<file path="config.mk">
export PLATFORM = sky130hd
export DESIGN_NAME = pth_regs
export DESIGN_NICKNAME = d
export VERILOG_FILES = /design/src/pth_pkg.sv /design/src/pth_cross.sv /design/src/pth_regs.sv
export SDC_FILE = /design/constraint.sdc
export NUM_CORES = 1
export LEC_CHECK = 0
export ABC_AREA = 1
export ABC_CLOCK_PERIOD_IN_PS = 3560
export BUFFER_PORTS_ARGS = -buffer_cell sky130_fd_sc_hd__buf_2
export CAP_MARGIN = 30
export CORE_AREA = 5 5 98 100
export CTS_BUF_LIST = sky130_fd_sc_hd__clkbuf_8 sky130_fd_sc_hd__clkbuf_16
export CTS_CLUSTER_DIAMETER = 50
export CTS_CLUSTER_SIZE = 10
export DETAILED_ROUTE_END_ITERATION = 7
export DIE_AREA = 0 0 103 105
export PLACE_DENSITY_LB_ADDON = 0.12
export RECOVER_POWER = 100
export SETUP_SLACK_MARGIN = 0.02
export SLEW_MARGIN = 5
export SYNTH_ARGS = -nofsm -noshare
export SYNTH_HDL_FRONTEND = slang
export SYNTH_SLANG_ARGS = --single-unit
</file>
<file path="constraint.sdc">
create_clock -name sys_clk -period 3.56 [get_ports sys_clk]
set_clock_uncertainty 0.15 [all_clocks]
set_input_delay 0.178 -clock sys_clk [delete_from_list [all_inputs] [get_ports sys_clk]]
set_output_delay 0.178 -clock sys_clk [all_outputs]
set_load 0.01 [all_outputs]
</file>
<file path="src/pth_pkg.sv">
// package with register map, field layout and carriers for the proximity threshold and emitter registers
// Summary of operation
// - low nibble sets third emitter current
// - code zero off, one minimum, ones maximum
// - channel one threshold from offsets 0x11/0x12
// - channel two threshold low byte 0x13
// - threshold bytes used live, not double-buffered
// - older revisions use compressed 8-bit threshold
// - all threshold bytes reset to zero
`default_nettype none
package pth_pkg;
  // register offsets on the serial register port
  localparam logic [7:0] ADDR_LED3 = 8'h10;
  localparam logic [7:0] ADDR_P1_LO = 8'h11;
  localparam logic [7:0] ADDR_P1_HI = 8'h12;
  localparam logic [7:0] ADDR_P2_LO = 8'h13;
  localparam logic [7:0] ADDR_P2_HI = 8'h14;
  // field layout and reset values
  localparam int LED_LSB = 0;
  localparam int LED_W = 4;
  localparam logic [7:0] RST_BYTE = 8'h00;
  localparam logic [3:0] LED_OFF = 4'h0;
  localparam logic [7:0] RD_UNMAPPED = 8'h00;
  // compressed threshold: upper nibble exponent, lower nibble mantissa
  localparam int CMP_EXP_LSB = 4;
  localparam int CMP_MAN_SHIFT = 4;

  // one byte write from the serial front end
  typedef struct packed {
    logic en;
    logic [7:0] addr;
    logic [7:0] data;
  } pth_wr_t;

  // one proximity result from the measurement datapath
  typedef struct packed {
    logic valid;
    logic [15:0] value;
  } pth_result_t;
endpackage
`default_nettype wire

</file>
<file path="src/pth_cross.sv">
// threshold crossing detector for one proximity channel
`timescale 1ns/1ps
`default_nettype none
module pth_cross (
  // clock and reset
  input wire logic sys_clk,
  input wire logic rst,
  // control
  input wire logic enable,
  input wire logic [15:0] threshold,
  // result stream
  input wire pth_pkg::pth_result_t result,
  // event
  output logic crossed
);
  logic above_r;
  logic seen_r;
  logic crossed_r;
  wire logic now_above;
  wire logic hit;

  // threshold is read live, so a half-written word is compared as it stands
  assign now_above = result.value > threshold;
  assign hit = enable && result.valid && seen_r && (now_above != above_r);
  assign crossed = crossed_r;

  // remember which side the last result fell on; first result only arms
  always_ff @(posedge sys_clk or posedge rst) begin
    if (rst) begin
      above_r <= 1'b0;
      seen_r <= 1'b0;
      crossed_r <= 1'b0;
    end else begin
      crossed_r <= hit;
      if (result.valid) begin
        above_r <= now_above;
        seen_r <= enable;
      end
    end
  end
endmodule
`default_nettype wire

</file>
<file path="src/pth_regs.sv">
// emitter-three current and proximity threshold register bank with crossing events
`timescale 1ns/1ps
`default_nettype none
module pth_regs (
  // clock and reset
  input wire logic sys_clk,
  input wire logic rst,
  // register port from the serial bus front end
  input wire pth_pkg::pth_wr_t wr,
  input wire logic [7:0] rd_addr,
  output logic [7:0] rd_data,
  // revision strap, from a pin
  input wire logic legacy_rev,
  // measurement datapath
  input wire logic meas_active,
  input wire logic compare_en,
  input wire pth_pkg::pth_result_t prox_chan1_result,
  input wire pth_pkg::pth_result_t prox_chan2_result,
  // emitter driver
  output logic [3:0] third_emitter_current_code,
  output logic third_emitter_on,
  // host interrupt events
  output logic prox_chan1_event,
  output logic prox_chan2_event
);
  logic [3:0] led3_r;
  logic [7:0] p1_lo_r;
  logic [7:0] p1_hi_r;
  logic [7:0] p2_lo_r;
  logic [7:0] p2_hi_r;
  logic legacy_s1_r;
  logic legacy_s2_r;
  logic [3:0] drive_r;
  logic [7:0] rd_data_r;
  wire logic [15:0] prox_chan1_threshold;
  wire logic [15:0] prox_chan2_threshold;
  wire logic [7:0] rd_nxt;
  wire logic hit_led3;
  wire logic hit_p1_lo;
  wire logic hit_p1_hi;
  wire logic hit_p2_lo;
  wire logic hit_p2_hi;

  // expand an 8-bit compressed threshold into the 16-bit compare word
  function automatic logic [15:0] expand_cmp(input logic [7:0] c);
    logic [3:0] e;
    logic [31:0] v;
    e = c[pth_pkg::CMP_EXP_LSB +: 4];
    v = ({27'h000_0000, 1'b1, c[3:0]} << e) >> pth_pkg::CMP_MAN_SHIFT;
    if (c == pth_pkg::RST_BYTE) begin
      expand_cmp = 16'h0000;
    end else if (v[31:16] != 16'h0000) begin
      expand_cmp = 16'hFFFF;
    end else begin
      expand_cmp = v[15:0];
    end
  endfunction

  // write address decode
  assign hit_led3 = wr.en && (wr.addr == pth_pkg::ADDR_LED3);
  assign hit_p1_lo = wr.en && (wr.addr == pth_pkg::ADDR_P1_LO);
  assign hit_p1_hi = wr.en && (wr.addr == pth_pkg::ADDR_P1_HI);
  assign hit_p2_lo = wr.en && (wr.addr == pth_pkg::ADDR_P2_LO);
  assign hit_p2_hi = wr.en && (wr.addr == pth_pkg::ADDR_P2_HI);

  // strap is asynchronous to the core, so two flops before use
  always_ff @(posedge sys_clk or posedge rst) begin
    if (rst) begin
      legacy_s1_r <= 1'b0;
      legacy_s2_r <= 1'b0;
    end else begin
      legacy_s1_r <= legacy_rev;
      legacy_s2_r <= legacy_s1_r;
    end
  end

  // register storage; the host keeps the field zero on parts without emitter three
  always_ff @(posedge sys_clk or posedge rst) begin
    if (rst) begin
      led3_r <= pth_pkg::LED_OFF;
      p1_lo_r <= pth_pkg::RST_BYTE;
      p1_hi_r <= pth_pkg::RST_BYTE;
      p2_lo_r <= pth_pkg::RST_BYTE;
      p2_hi_r <= pth_pkg::RST_BYTE;
    end else begin
      if (hit_led3) begin
        led3_r <= wr.data[pth_pkg::LED_LSB +: pth_pkg::LED_W];
      end
      if (hit_p1_lo) begin
        p1_lo_r <= wr.data;
      end
      if (hit_p1_hi) begin
        p1_hi_r <= wr.data;
      end
      if (hit_p2_lo) begin
        p2_lo_r <= wr.data;
      end
      if (hit_p2_hi) begin
        p2_hi_r <= wr.data;
      end
    end
  end

  // compare words: no shadow copy, each byte in use takes effect as soon as written; legacy mode uses only the low bytes
  assign prox_chan1_threshold = legacy_s2_r ? expand_cmp(p1_lo_r) : {p1_hi_r, p1_lo_r};
  assign prox_chan2_threshold = legacy_s2_r ? expand_cmp(p2_lo_r) : {p2_hi_r, p2_lo_r};

  // read mux; reserved upper nibble and unmapped offsets read zero
  assign rd_nxt = (rd_addr == pth_pkg::ADDR_LED3) ? {4'h0, led3_r} :
                  (rd_addr == pth_pkg::ADDR_P1_LO) ? p1_lo_r :
                  (rd_addr == pth_pkg::ADDR_P1_HI) ? p1_hi_r :
                  (rd_addr == pth_pkg::ADDR_P2_LO) ? p2_lo_r :
                  (rd_addr == pth_pkg::ADDR_P2_HI) ? p2_hi_r : pth_pkg::RD_UNMAPPED;

  // emitter sinks current only while a measurement runs; code zero means none
  always_ff @(posedge sys_clk or posedge rst) begin
    if (rst) begin
      drive_r <= pth_pkg::LED_OFF;
      rd_data_r <= pth_pkg::RST_BYTE;
    end else begin
      drive_r <= meas_active ? led3_r : pth_pkg::LED_OFF;
      rd_data_r <= rd_nxt;
    end
  end

  assign third_emitter_current_code = drive_r;
  assign third_emitter_on = drive_r != pth_pkg::LED_OFF;
  assign rd_data = rd_data_r;

  // crossing detectors, one per channel
  pth_cross u_cross1 (
    .sys_clk(sys_clk),
    .rst(rst),
    .enable(compare_en),
    .threshold(prox_chan1_threshold),
    .result(prox_chan1_result),
    .crossed(prox_chan1_event)
  );

  pth_cross u_cross2 (
    .sys_clk(sys_clk),
    .rst(rst),
    .enable(compare_en),
    .threshold(prox_chan2_threshold),
    .result(prox_chan2_result),
    .crossed(prox_chan2_event)
  );
endmodule
`default_nettype wire

</file>
After elaboration in Yosys (flattened, before gate mapping) --
Cells that the tools add are included.
Storage, ports and cells: flip-flop bits (word level) 56, input bits 64, logic and storage cells 59
Operators by class: mux-type cells 12, shift-type cells 2, reductions and logical operators 16, magnitude comparators 2, equal/unequal tests 12
Operator list (number):
- $mux W16 | 6
- $eq A8 B5 Y1 const B | 10
- $shl A5 B4 Y32 | 2
- $mux W8 | 5
- $gt A16 B16 Y1 | 2
- $reduce_bool A16 Y1 | 2
- $logic_not A8 Y1 | 2
- $logic_and A1 B1 Y1 | 11
- $mux W4 | 1
- $reduce_bool A4 Y1 | 1
- $ne A1 B1 Y1 | 2

Depth between registers and ports, before layout --
Gate-level depths: netlist of the first run.
depth after elaboration 8, mapped depth 23, mapped depth without buffers 22

Modules after synthesis --
Synthesis of the first run repeated with hierarchy kept, for this count alone.
Unflattened totals: cells, all modules 644, area total of the unflattened synthesis 4285.4 um^2
Modules (own cells, without submodules):
- pth_regs | cells each 470, area an instance 3154.3 um^2, times used 1
- pth_cross | cells each 87, area an instance 565.5 um^2, times used 2

Worst setup path after synthesis of the first run --
OpenSTA, ideal clock, no wires.
path type reg-to-reg, start register p1_lo_r[5], end register u_cross1.crossed_r (netlist: u_cross1.crossed), path slack 1.199 ns, buffers on the path 1, cell stages (with the launch flop) 22, data required time 3.295 ns, period minus slack after synthesis 2.361 ns, arrival time 2.096 ns, cell sequence dfrtp_1 clkbuf_2 inv_1 nand2_1 inv_1 nand3_1 o21ai_0 nor2_1 a22oi_1 ha_1 nand2_1 inv_1 nand2_1 nand2_1 nand2_1 nand2_1 nand2_1 nand2_1 nand2_1 nand2_1 nand2_1 nor2_1
Between the ends: longest elaborated chain between the ends 8, elaborated cells on any way between the ends 9, classes of those cells order compare (1); eq/ne (1); shift (1); mux (3); reduce/logical (3)
RTL lines:
- from (decl) | line pth_regs.sv:27 | logic [7:0] p1_lo_r;
- from (signal assigned) | line pth_regs.sv:81 | p1_lo_r <= pth_pkg::RST_BYTE;
- from (signal assigned) | line pth_regs.sv:90 | p1_lo_r <= wr.data;
- $shl A5 B4 Y32 | line pth_regs.sv:49 | v = ({27'h000_0000, 1'b1, c[3:0]} << e) >> pth_pkg::CMP_MAN_SHIFT;
- $reduce_bool A16 Y1 | line pth_regs.sv:52 | end else if (v[31:16] != 16'h0000) begin
- $mux W16 | line pth_regs.sv:52
- $mux W16 | line pth_regs.sv:50 | if (c == pth_pkg::RST_BYTE) begin
- $mux W16 * | line pth_regs.sv:105 | assign prox_chan1_threshold = legacy_s2_r ? expand_cmp(p1_lo_r) : {p1_hi_r, p1_lo_r};
- $gt A16 B16 Y1 * | line pth_cross.sv:23 | assign now_above = result.value > threshold;
- $ne A1 B1 Y1 * | line pth_cross.sv:24 | assign hit = enable && result.valid && seen_r && (now_above != above_r);
- $logic_and A1 B1 Y1 * | line pth_cross.sv:24
- named net u_cross1.hit | line pth_cross.sv:20 | wire logic hit;
- to (signal assigned) | line pth_cross.sv:34 | crossed_r <= hit;
- to (decl) | line pth_cross.sv:18 | logic crossed_r;
Mark *: on every way through the listed nets, which the timed path passes. The rest lies on a longest branch. A chain may end at the register's enable or synchronous reset.

Worst setup path in the final report of the first run --
start register legacy_s2_r, end register u_cross1.crossed_r (netlist: u_cross1.crossed)
Between the ends: longest elaborated chain between the ends 4
RTL lines:
- from (decl) | line pth_regs.sv:32 | logic legacy_s2_r;
- from (signal assigned) | line pth_regs.sv:73 | legacy_s2_r <= legacy_s1_r;
- $mux W16 | line pth_regs.sv:105
- $gt A16 B16 Y1 | line pth_cross.sv:23
- $ne A1 B1 Y1 | line pth_cross.sv:24
- $logic_and A1 B1 Y1 | line pth_cross.sv:24
- named net u_cross1.hit | line pth_cross.sv:20
The timed path passes the listed nets, and every way through them passes these cells.

==> results of run 1 <==
==> worst paths after layout <==
path | to | cells after the start | from | slack (ps)
min in group asynchronous | p1_lo_r[2]$_DFFE_PP0P_ | 3 | rst | 410
worst min-delay path | p2_hi_r[4]$_DFFE_PP0P_ | 3 | wr[4] | 50
max in group asynchronous | p1_hi_r[6]$_DFFE_PP0P_ | 4 | rst | 940
worst max-delay path | u_cross1.crossed$_DFF_PP0_ | 12 | legacy_s2_r$_DFF_PP0_ | 610
worst max register to register | u_cross1.crossed$_DFF_PP0_ | 12 | legacy_s2_r$_DFF_PP0_ | 610
worst min register to register | legacy_s2_r$_DFF_PP0_ | 0 | legacy_s1_r$_DFF_PP0_ | 220
==> layout make-up <==
type	count	area share (%)
well taps	108	3.03
inverters	77	6.49
flip-flops and latches	56	31.5
repair buffers	88	9.89
multi-input cells	384	46.5
clock inverters	3	1.07
clock buffers	5	1.55
==> Yosys cell counts <==
cell type,count
buf_2,5
nor2_1,36
nand3_1,25
nor4_1,1
clkbuf_2,2
ha_1,32
nor3_1,5
nand2_1,132
a21oi_1,24
inv_1,75
o21ai_0,57
a21o_1,2
mux2_2,2
o21ai_2,8
o21ai_1,9
or4_1,1
clkbuf_1,6
nand4_1,11
o22ai_1,16
nor2_2,1
or2_1,1
a31oi_1,4
a22oi_1,16
dfrtp_1,56
buf_6,2
clkinv_1,2
nor4_4,1
==> per-stage QoR <==
stage	utilization [%]	hold slack [ps]	power [W]	worst slack, ps	cell area (um2)
after floorplan	-	59.4	0.000878	1200	3870
final	51.8	50.7	0.00140	613	4450
after global placement	50.5	151	0.000972	727	4340
after detailed placement	50.7	82.8	0.000983	715	4360
after global routing	51.8	79.6	0.00148	154	4450
after CTS	52.8	47.7	0.00141	683	4540
==> logic make-up after synthesis <==
logic type,count (synthesis)
and+or+nand+nor,214
buffers and inverters,92
muxes,2
adders and majority gates,32
DFF,56
AOI/OAI and AO/OA,136
==> registers in the layout, indices dropped and copies added, names as in the netlist, 4 cells and up <==
name,flops
led3_r,4
p1_hi_r,8
p1_lo_r,8
p2_hi_r,8
p2_lo_r,8
rd_data,8
third_emitter_current_code,4
==> repair_timing <==
action / in CTS / in global routing
endpoints found under the hold margin: 30 / 0
hold buffers: 6 / 0
setup buffers: 0 / 0
==> layer usage <==
metal / share of wire [%] / wire, um / up-vias / global-route usage, %
met4: 1.2 / 123 / 0 / 3.89
met3: 6.9 / 725 / 16 / 3.00
met5: 0 / 0 / - / 0
met1: 46 / 4760 / 1727 / 28.0
met2: 46 / 4840 / 142 / 31.5
li1: - / - / 1942 / -
==> worst reg2reg max path, delay by kind of cell, from the launching register on <==
| kind | cells | cell delay, ps |
|---|---|---|
| DFF | 1 | 810 |
| buffers and inverters | 2 | 390 |
| adders and majority gates | 1 | 320 |
| AOI/OAI and AO/OA | 1 | 110 |
| and+or+nand+nor | 8 | 1060 |
==> cell usage in the layout, fill, tap and decap left out <==
cell / n
inv_1: 75
nor3_1: 5
ha_1: 32
nor4_4: 1
bufinv_16: 1
or2_1: 1
dfrtp_1: 56
a31oi_1: 4
nand2_1: 132
a21o_1: 2
clkbuf_1: 24
a21oi_1: 24
nor4_1: 1
mux2_2: 2
dlygate4sd3_1: 6
nand3_1: 25
o21ai_0: 74
nor2_2: 1
nor2_1: 36
a22oi_1: 16
nand4_1: 11
clkinv_1: 2
or4_1: 1
clkinv_4: 2
clkbuf_8: 5
o22ai_1: 16
buf_2: 58
==> power by group <==
group,internal [W],leakage [nW],switching (W)
sequential,0.000663,0.759,0.0000350
clock,0.000212,0.0583,0.000216
combinational,0.000107,1.37,0.000162
==> results.md, run 1 <==
- Setup TNS: 0 ps
- Dpl cells: roughly 700
- Register area: between 1000 and 1500 um2
- Max FO, Critical Path: 23
- Fill count: between 900 and 1k
- Clock Latency Late Sink: ~310 ps
- Violated checks: capacitance limit, slew limit
- Core ar.: 8590 um2
- Critical path type: register to register
- Post-Synth Simple-Gate Area: 23.2%
- Initial antenna violation count: 0
- Status: finished, violations left
- CP most frequent cell: nand2_1
- WP data arrival: approximately 3000 ps
- Remaining DRCs: 0
- Depth of the CTS H-tree: 2
- CTS Sinks: 56
- DR WL/cell: 14.5 um
- CTS tree: yes
- Synthesized net count: between 600 and 700
- Worst Hold Class: primary input to register
- Synthesized area: 3870 um2
- Max-cap violations: 1
- Final ANT Viol Nets: 0
- Flops & latches, synth: 56
- Critical Path RT: 3620 ps
- First-pass GRT wire length: about 17000 um
- Die Wd: roughly 100 um
- Nets: roughly 710
- Buffers on Ports: 78
- Multi-input gate area: slightly above 2000 um2
- Minimum clock period: 2950 ps
- Avg Inst Size Synth: between 7 and 8 um2
- Slew HR: -4.31%
- Synth Area in Compound Gates: between 20% and 30%
- Crit. End Element: register
- # resized after CTS: 0
- Cell row count: 34
- Die height: 105 um
- Yosys warns: 0
- RSZ-0062 raised after global routing: false
- Syn-to-layout area delta: 15.0%
- Register area share after synthesis: 36.2%
- Startpoint types: register
- Tcrit/Tclk final: between 80% and 90%
- GRT Util Overall: 19.6%
- Slowest cell on the critical path: dfrtp_1
- Worst slew pin tran: ~1600 ps
- Final WL: roughly 10000 um
- Post-synth cell types: 27
- # diodes: 0
- GP Congestion: between 1 and 1.5
- CP top delay family: simple AND/OR/NAND/NOR gates
- Bufs on Longest Clock Path: 2
- Post-synthesis xor/xnor area fraction: 0%
- Leakage: between 2 and 2.5 nW
- Power Dens Cells: ~310 nW/um2
- Total CTS buffers: 5
- Detailed-route vias per instance: 5.31
- Final HPWL DP: 8550 um
- Multiplexer share of the synthesized area: 0.582%
- 1st-iter DRT viols: a little under 300
- Cells after synthesis: between 500 and 600
- Area of the die: around 11000 um2
- Starting density of the core: between 40% and 50%
- Synth top area share: roughly 36%
- FMAX: between 300 and 400 MHz
- Largest cells by area after synthesis: dfrtp_1 36%, nand2_1 13%, ha_1 10%
- GR Overflow Total: 0
- Clock slew at the register clock pins of the worst setup and hold paths: 110 ps
- Clock Root Buffer: clkbuf_8
- Max Slew Vio Count: 30
- IO Count: 79
- Area share of fa/ha/maj cells after synthesis: about 10%
- Area leader, netlist: dfrtp_1
- Share of layout cells above drive strength 1: 11.4%
- Crit path cell chain: inv_1, clkbuf_1, nor3_1, a22oi_1, ha_1, nand2_1, nor3_1, nand3_1, nand2_1, nand2_1, nand2_1, nor2_1
- Worst VDD drop: around 0.20 mV
- Count of final hold-check violations: 0
- Vias in the first global route: around 3.6k
- Vias post-DR: roughly 3.8k
- Buffers & Inverters on Critical Path: 2
- Largest family of logic cells by synthesized area: simple AND/OR/NAND/NOR gates
- Crit-path max cell delay: roughly 810 ps
- Final setup violation count: 0
- DRT Pass-1 Iters: 5
- Pin count of the biggest net entering global routing: 30
- Post-Layout Cell Count: 721
Note: power is estimated with default switching activity, not from simulation.
==> inputs of run 2 (changes only) <==
--- a/config.mk
+++ b/config.mk
@@ -6,7 +6,7 @@
 export NUM_CORES = 1
 export LEC_CHECK = 0
 export ABC_AREA = 1
-export ABC_CLOCK_PERIOD_IN_PS = 3560
+export ABC_CLOCK_PERIOD_IN_PS = 2900
 export BUFFER_PORTS_ARGS = -buffer_cell sky130_fd_sc_hd__buf_2
 export CAP_MARGIN = 30
 export CORE_AREA = 5 5 98 100
==> constraint.sdc (replaced) <==
create_clock -name sys_clk -period 2.9 [get_ports sys_clk]
set_clock_uncertainty 0.15 [all_clocks]
set_input_delay 0.145 -clock sys_clk [delete_from_list [all_inputs] [get_ports sys_clk]]
set_output_delay 0.145 -clock sys_clk [all_outputs]
set_load 0.01 [all_outputs]
==> run 2 against run 1 <==
Net effect:
- non-clock buffer count is 2 higher
- maximum frequency is 11% higher
- power is 19% higher
- cell area is 0.39% higher
- global-route usage is 0.41 points lower
- sequential power is 22% higher
- critical endpoint unchanged
- critical path type unchanged
- die area stayed put
- core utilization is 0.20 points higher
- final cell count is 0.28% higher
- critical path depth is 8 higher
- register-to-register slack worse by 360 ps
- highest routed layer unchanged
- the run now ends clean
==> results.md, run 2 (same netlist as run 1, synthesis figures left out) <==
- Most frequent cells in the layout: 132 x nand2_1, 73 x inv_1, 68 x o21ai_0, 58 x buf_2, 52 x dfrtp_1
- Bufs on Longest Clock Path: 2
- Final core occ: a little over half
- Die height: roughly 110 um
- Met1 usage: 28.3%
- Final ANT Viol Nets: 0
- Initial antenna violation count: 0
- Detailed-route vias per instance: about 5.4
- Starting density of the core: between 40% and 50%
- Flop2flop setup slack: around 260 ps
- Buffers on Ports: 78
- Final setup violation count: 0
- Power Dens Cells: 371 nW/um2
- Vias in the first global route: ~3.6k
- Area of the die: 10800 um2
- Tcrit/Tclk final: about nine tenths
- Final WL: 10500 um
- Count of final hold-check violations: 0
- Max Slew Vio Count: 0
- Post-Place Setup Slack: between 100 and 150 ps
- Slew HR: a little under a quarter
- Nets: 710
- GRT Util Overall: 19.2%
- Clock Root Buffer: clkbuf_8
- 1st-iter DRT viols: between 200 and 250
- RSZ-0062 raised after global routing: false
- GP Congestion: between 0.9 and 1
- CTS Sinks: 56
- Startpoint types: register
- Share of layout cells above drive strength 1: 13.5%
- FMAX: around 380 MHz
- Pin count of the biggest net entering global routing: a little under 50
- DR WL/cell: 14.5 um
- DRT Pass-1 Iters: 6
- Critical path type: register to register
- Met3 usage: 2.73%
- Critical Path RT: around 3000 ps
- Die Wd: 103 um
- Clock Latency Late Sink: 310 ps
- Depth of the CTS H-tree: 2
- Post-route setup slack: about 260 ps
- Setup Fix Bufs, Post-CTS: 0
- First-pass GRT wire length: 16800 um
- Setup TNS: 0 ps
- Total CTS buffers: 5
- Syn-to-layout area delta: 15.5%
- Core ar.: 8590 um2
- Max-cap violations: 0
- Hold_ws: 20.3 ps
- Clock slew at the register clock pins of the worst setup and hold paths: between 100 and 150 ps
- IO Count: 79
- Leakage: 2.19 nW
- Minimum clock period: approximately 2600 ps
- GR Util met2: a little under a third
- Worst VDD drop: 0.202 mV
- Crit. End Element: register
- Status: complete, no violations
- Final HPWL DP: between 8000 and 9000 um
- Worst Hold Class: primary input to register
- Max FO, Critical Path: 8
- Commonest non-fill, non-tap cell in the layout: nand2_1
- Worst slew pin tran: 1140 ps
- CTS tree: yes
- GRT busiest layer: met2
- Remaining DRCs: 0
- # diodes: 0
- GR Overflow Total: 0
- Vias post-DR: slightly below 4k
- Cell row count: 34
- WP data arrival: 2710 ps
- Fill count: a little under 900
[run 2: cell type report]
class	count	area (um2)	area share (%)
clock buffers	5	68.8	1.54
flip-flops and latches	56	1410	31.5
repair buffers	90	460	10.3
inverters	77	297	6.63
well taps	108	135	3.02
clock inverters	3	28.8	0.644
multi-input cells	384	2070	46.4
[run 2: worst max-delay path: stages (launching register included)]
cell and delay, ps:
dfrtp_1 490, inv_2 170, nand2_1 90, inv_1 70, nand3_1 60, o21ai_1 190, nor2_1 110, a22oi_1 240
ha_1 290, nand2_1 90, inv_1 40, nand2_1 60, nand2_1 60, nand2_1 60, nand2_1 40, nand2_1 50
nand2_1 60, nand2_1 80, nand2_1 50, nand2_1 60, nor2_1 40
[run 2: power by group]
group	switching (W)	internal, W	total, W
Combinational	0.000206	0.000136	0.000342
Clock	0.000282	0.000183	0.000465
Sequential	0.0000393	0.000814	0.000854
[run 2: layer usage]
metal | vias to the layer above | part of all wire [%]
met3 | 11 | 7.9
li1 | 1947 | -
met2 | 166 | 45
met1 | 1760 | 46
met5 | - | 0
met4 | 0 | 0.99
[run 2: what timing repair did]
| item | CTS | global route |
|---|---|---|
| setup endpoints to repair | 0 | 4 |
| hold buffers | 6 | 0 |
| resized for setup | 0 | 12 |
| endpoints found under the hold margin | 19 | 0 |
[run 2: final timing paths]
path	cells past startpoint	start	to
worst max-delay path	20	p1_lo_r[5]$_DFFE_PP0P_	u_cross1.crossed$_DFF_PP0_
worst min-delay path	3	wr[5]	p2_lo_r[5]$_DFFE_PP0P_
worst max register to register	20	p1_lo_r[5]$_DFFE_PP0P_	u_cross1.crossed$_DFF_PP0_
worst min register to register	0	legacy_s1_r$_DFF_PP0_	legacy_s2_r$_DFF_PP0_
max in group asynchronous	4	rst	p1_lo_r[6]$_DFFE_PP0P_
min in group asynchronous	3	rst	u_cross1.crossed$_DFF_PP0_
[run 2: stage by stage]
step	cells	cell area (um2)	total power, W
floorplan	532	3870	0.00108
global placement	709	4360	0.00120
detailed placement	709	4360	0.00121
CTS	723	4520	0.00168
global route	723	4470	0.00176
finish	723	4470	0.00166
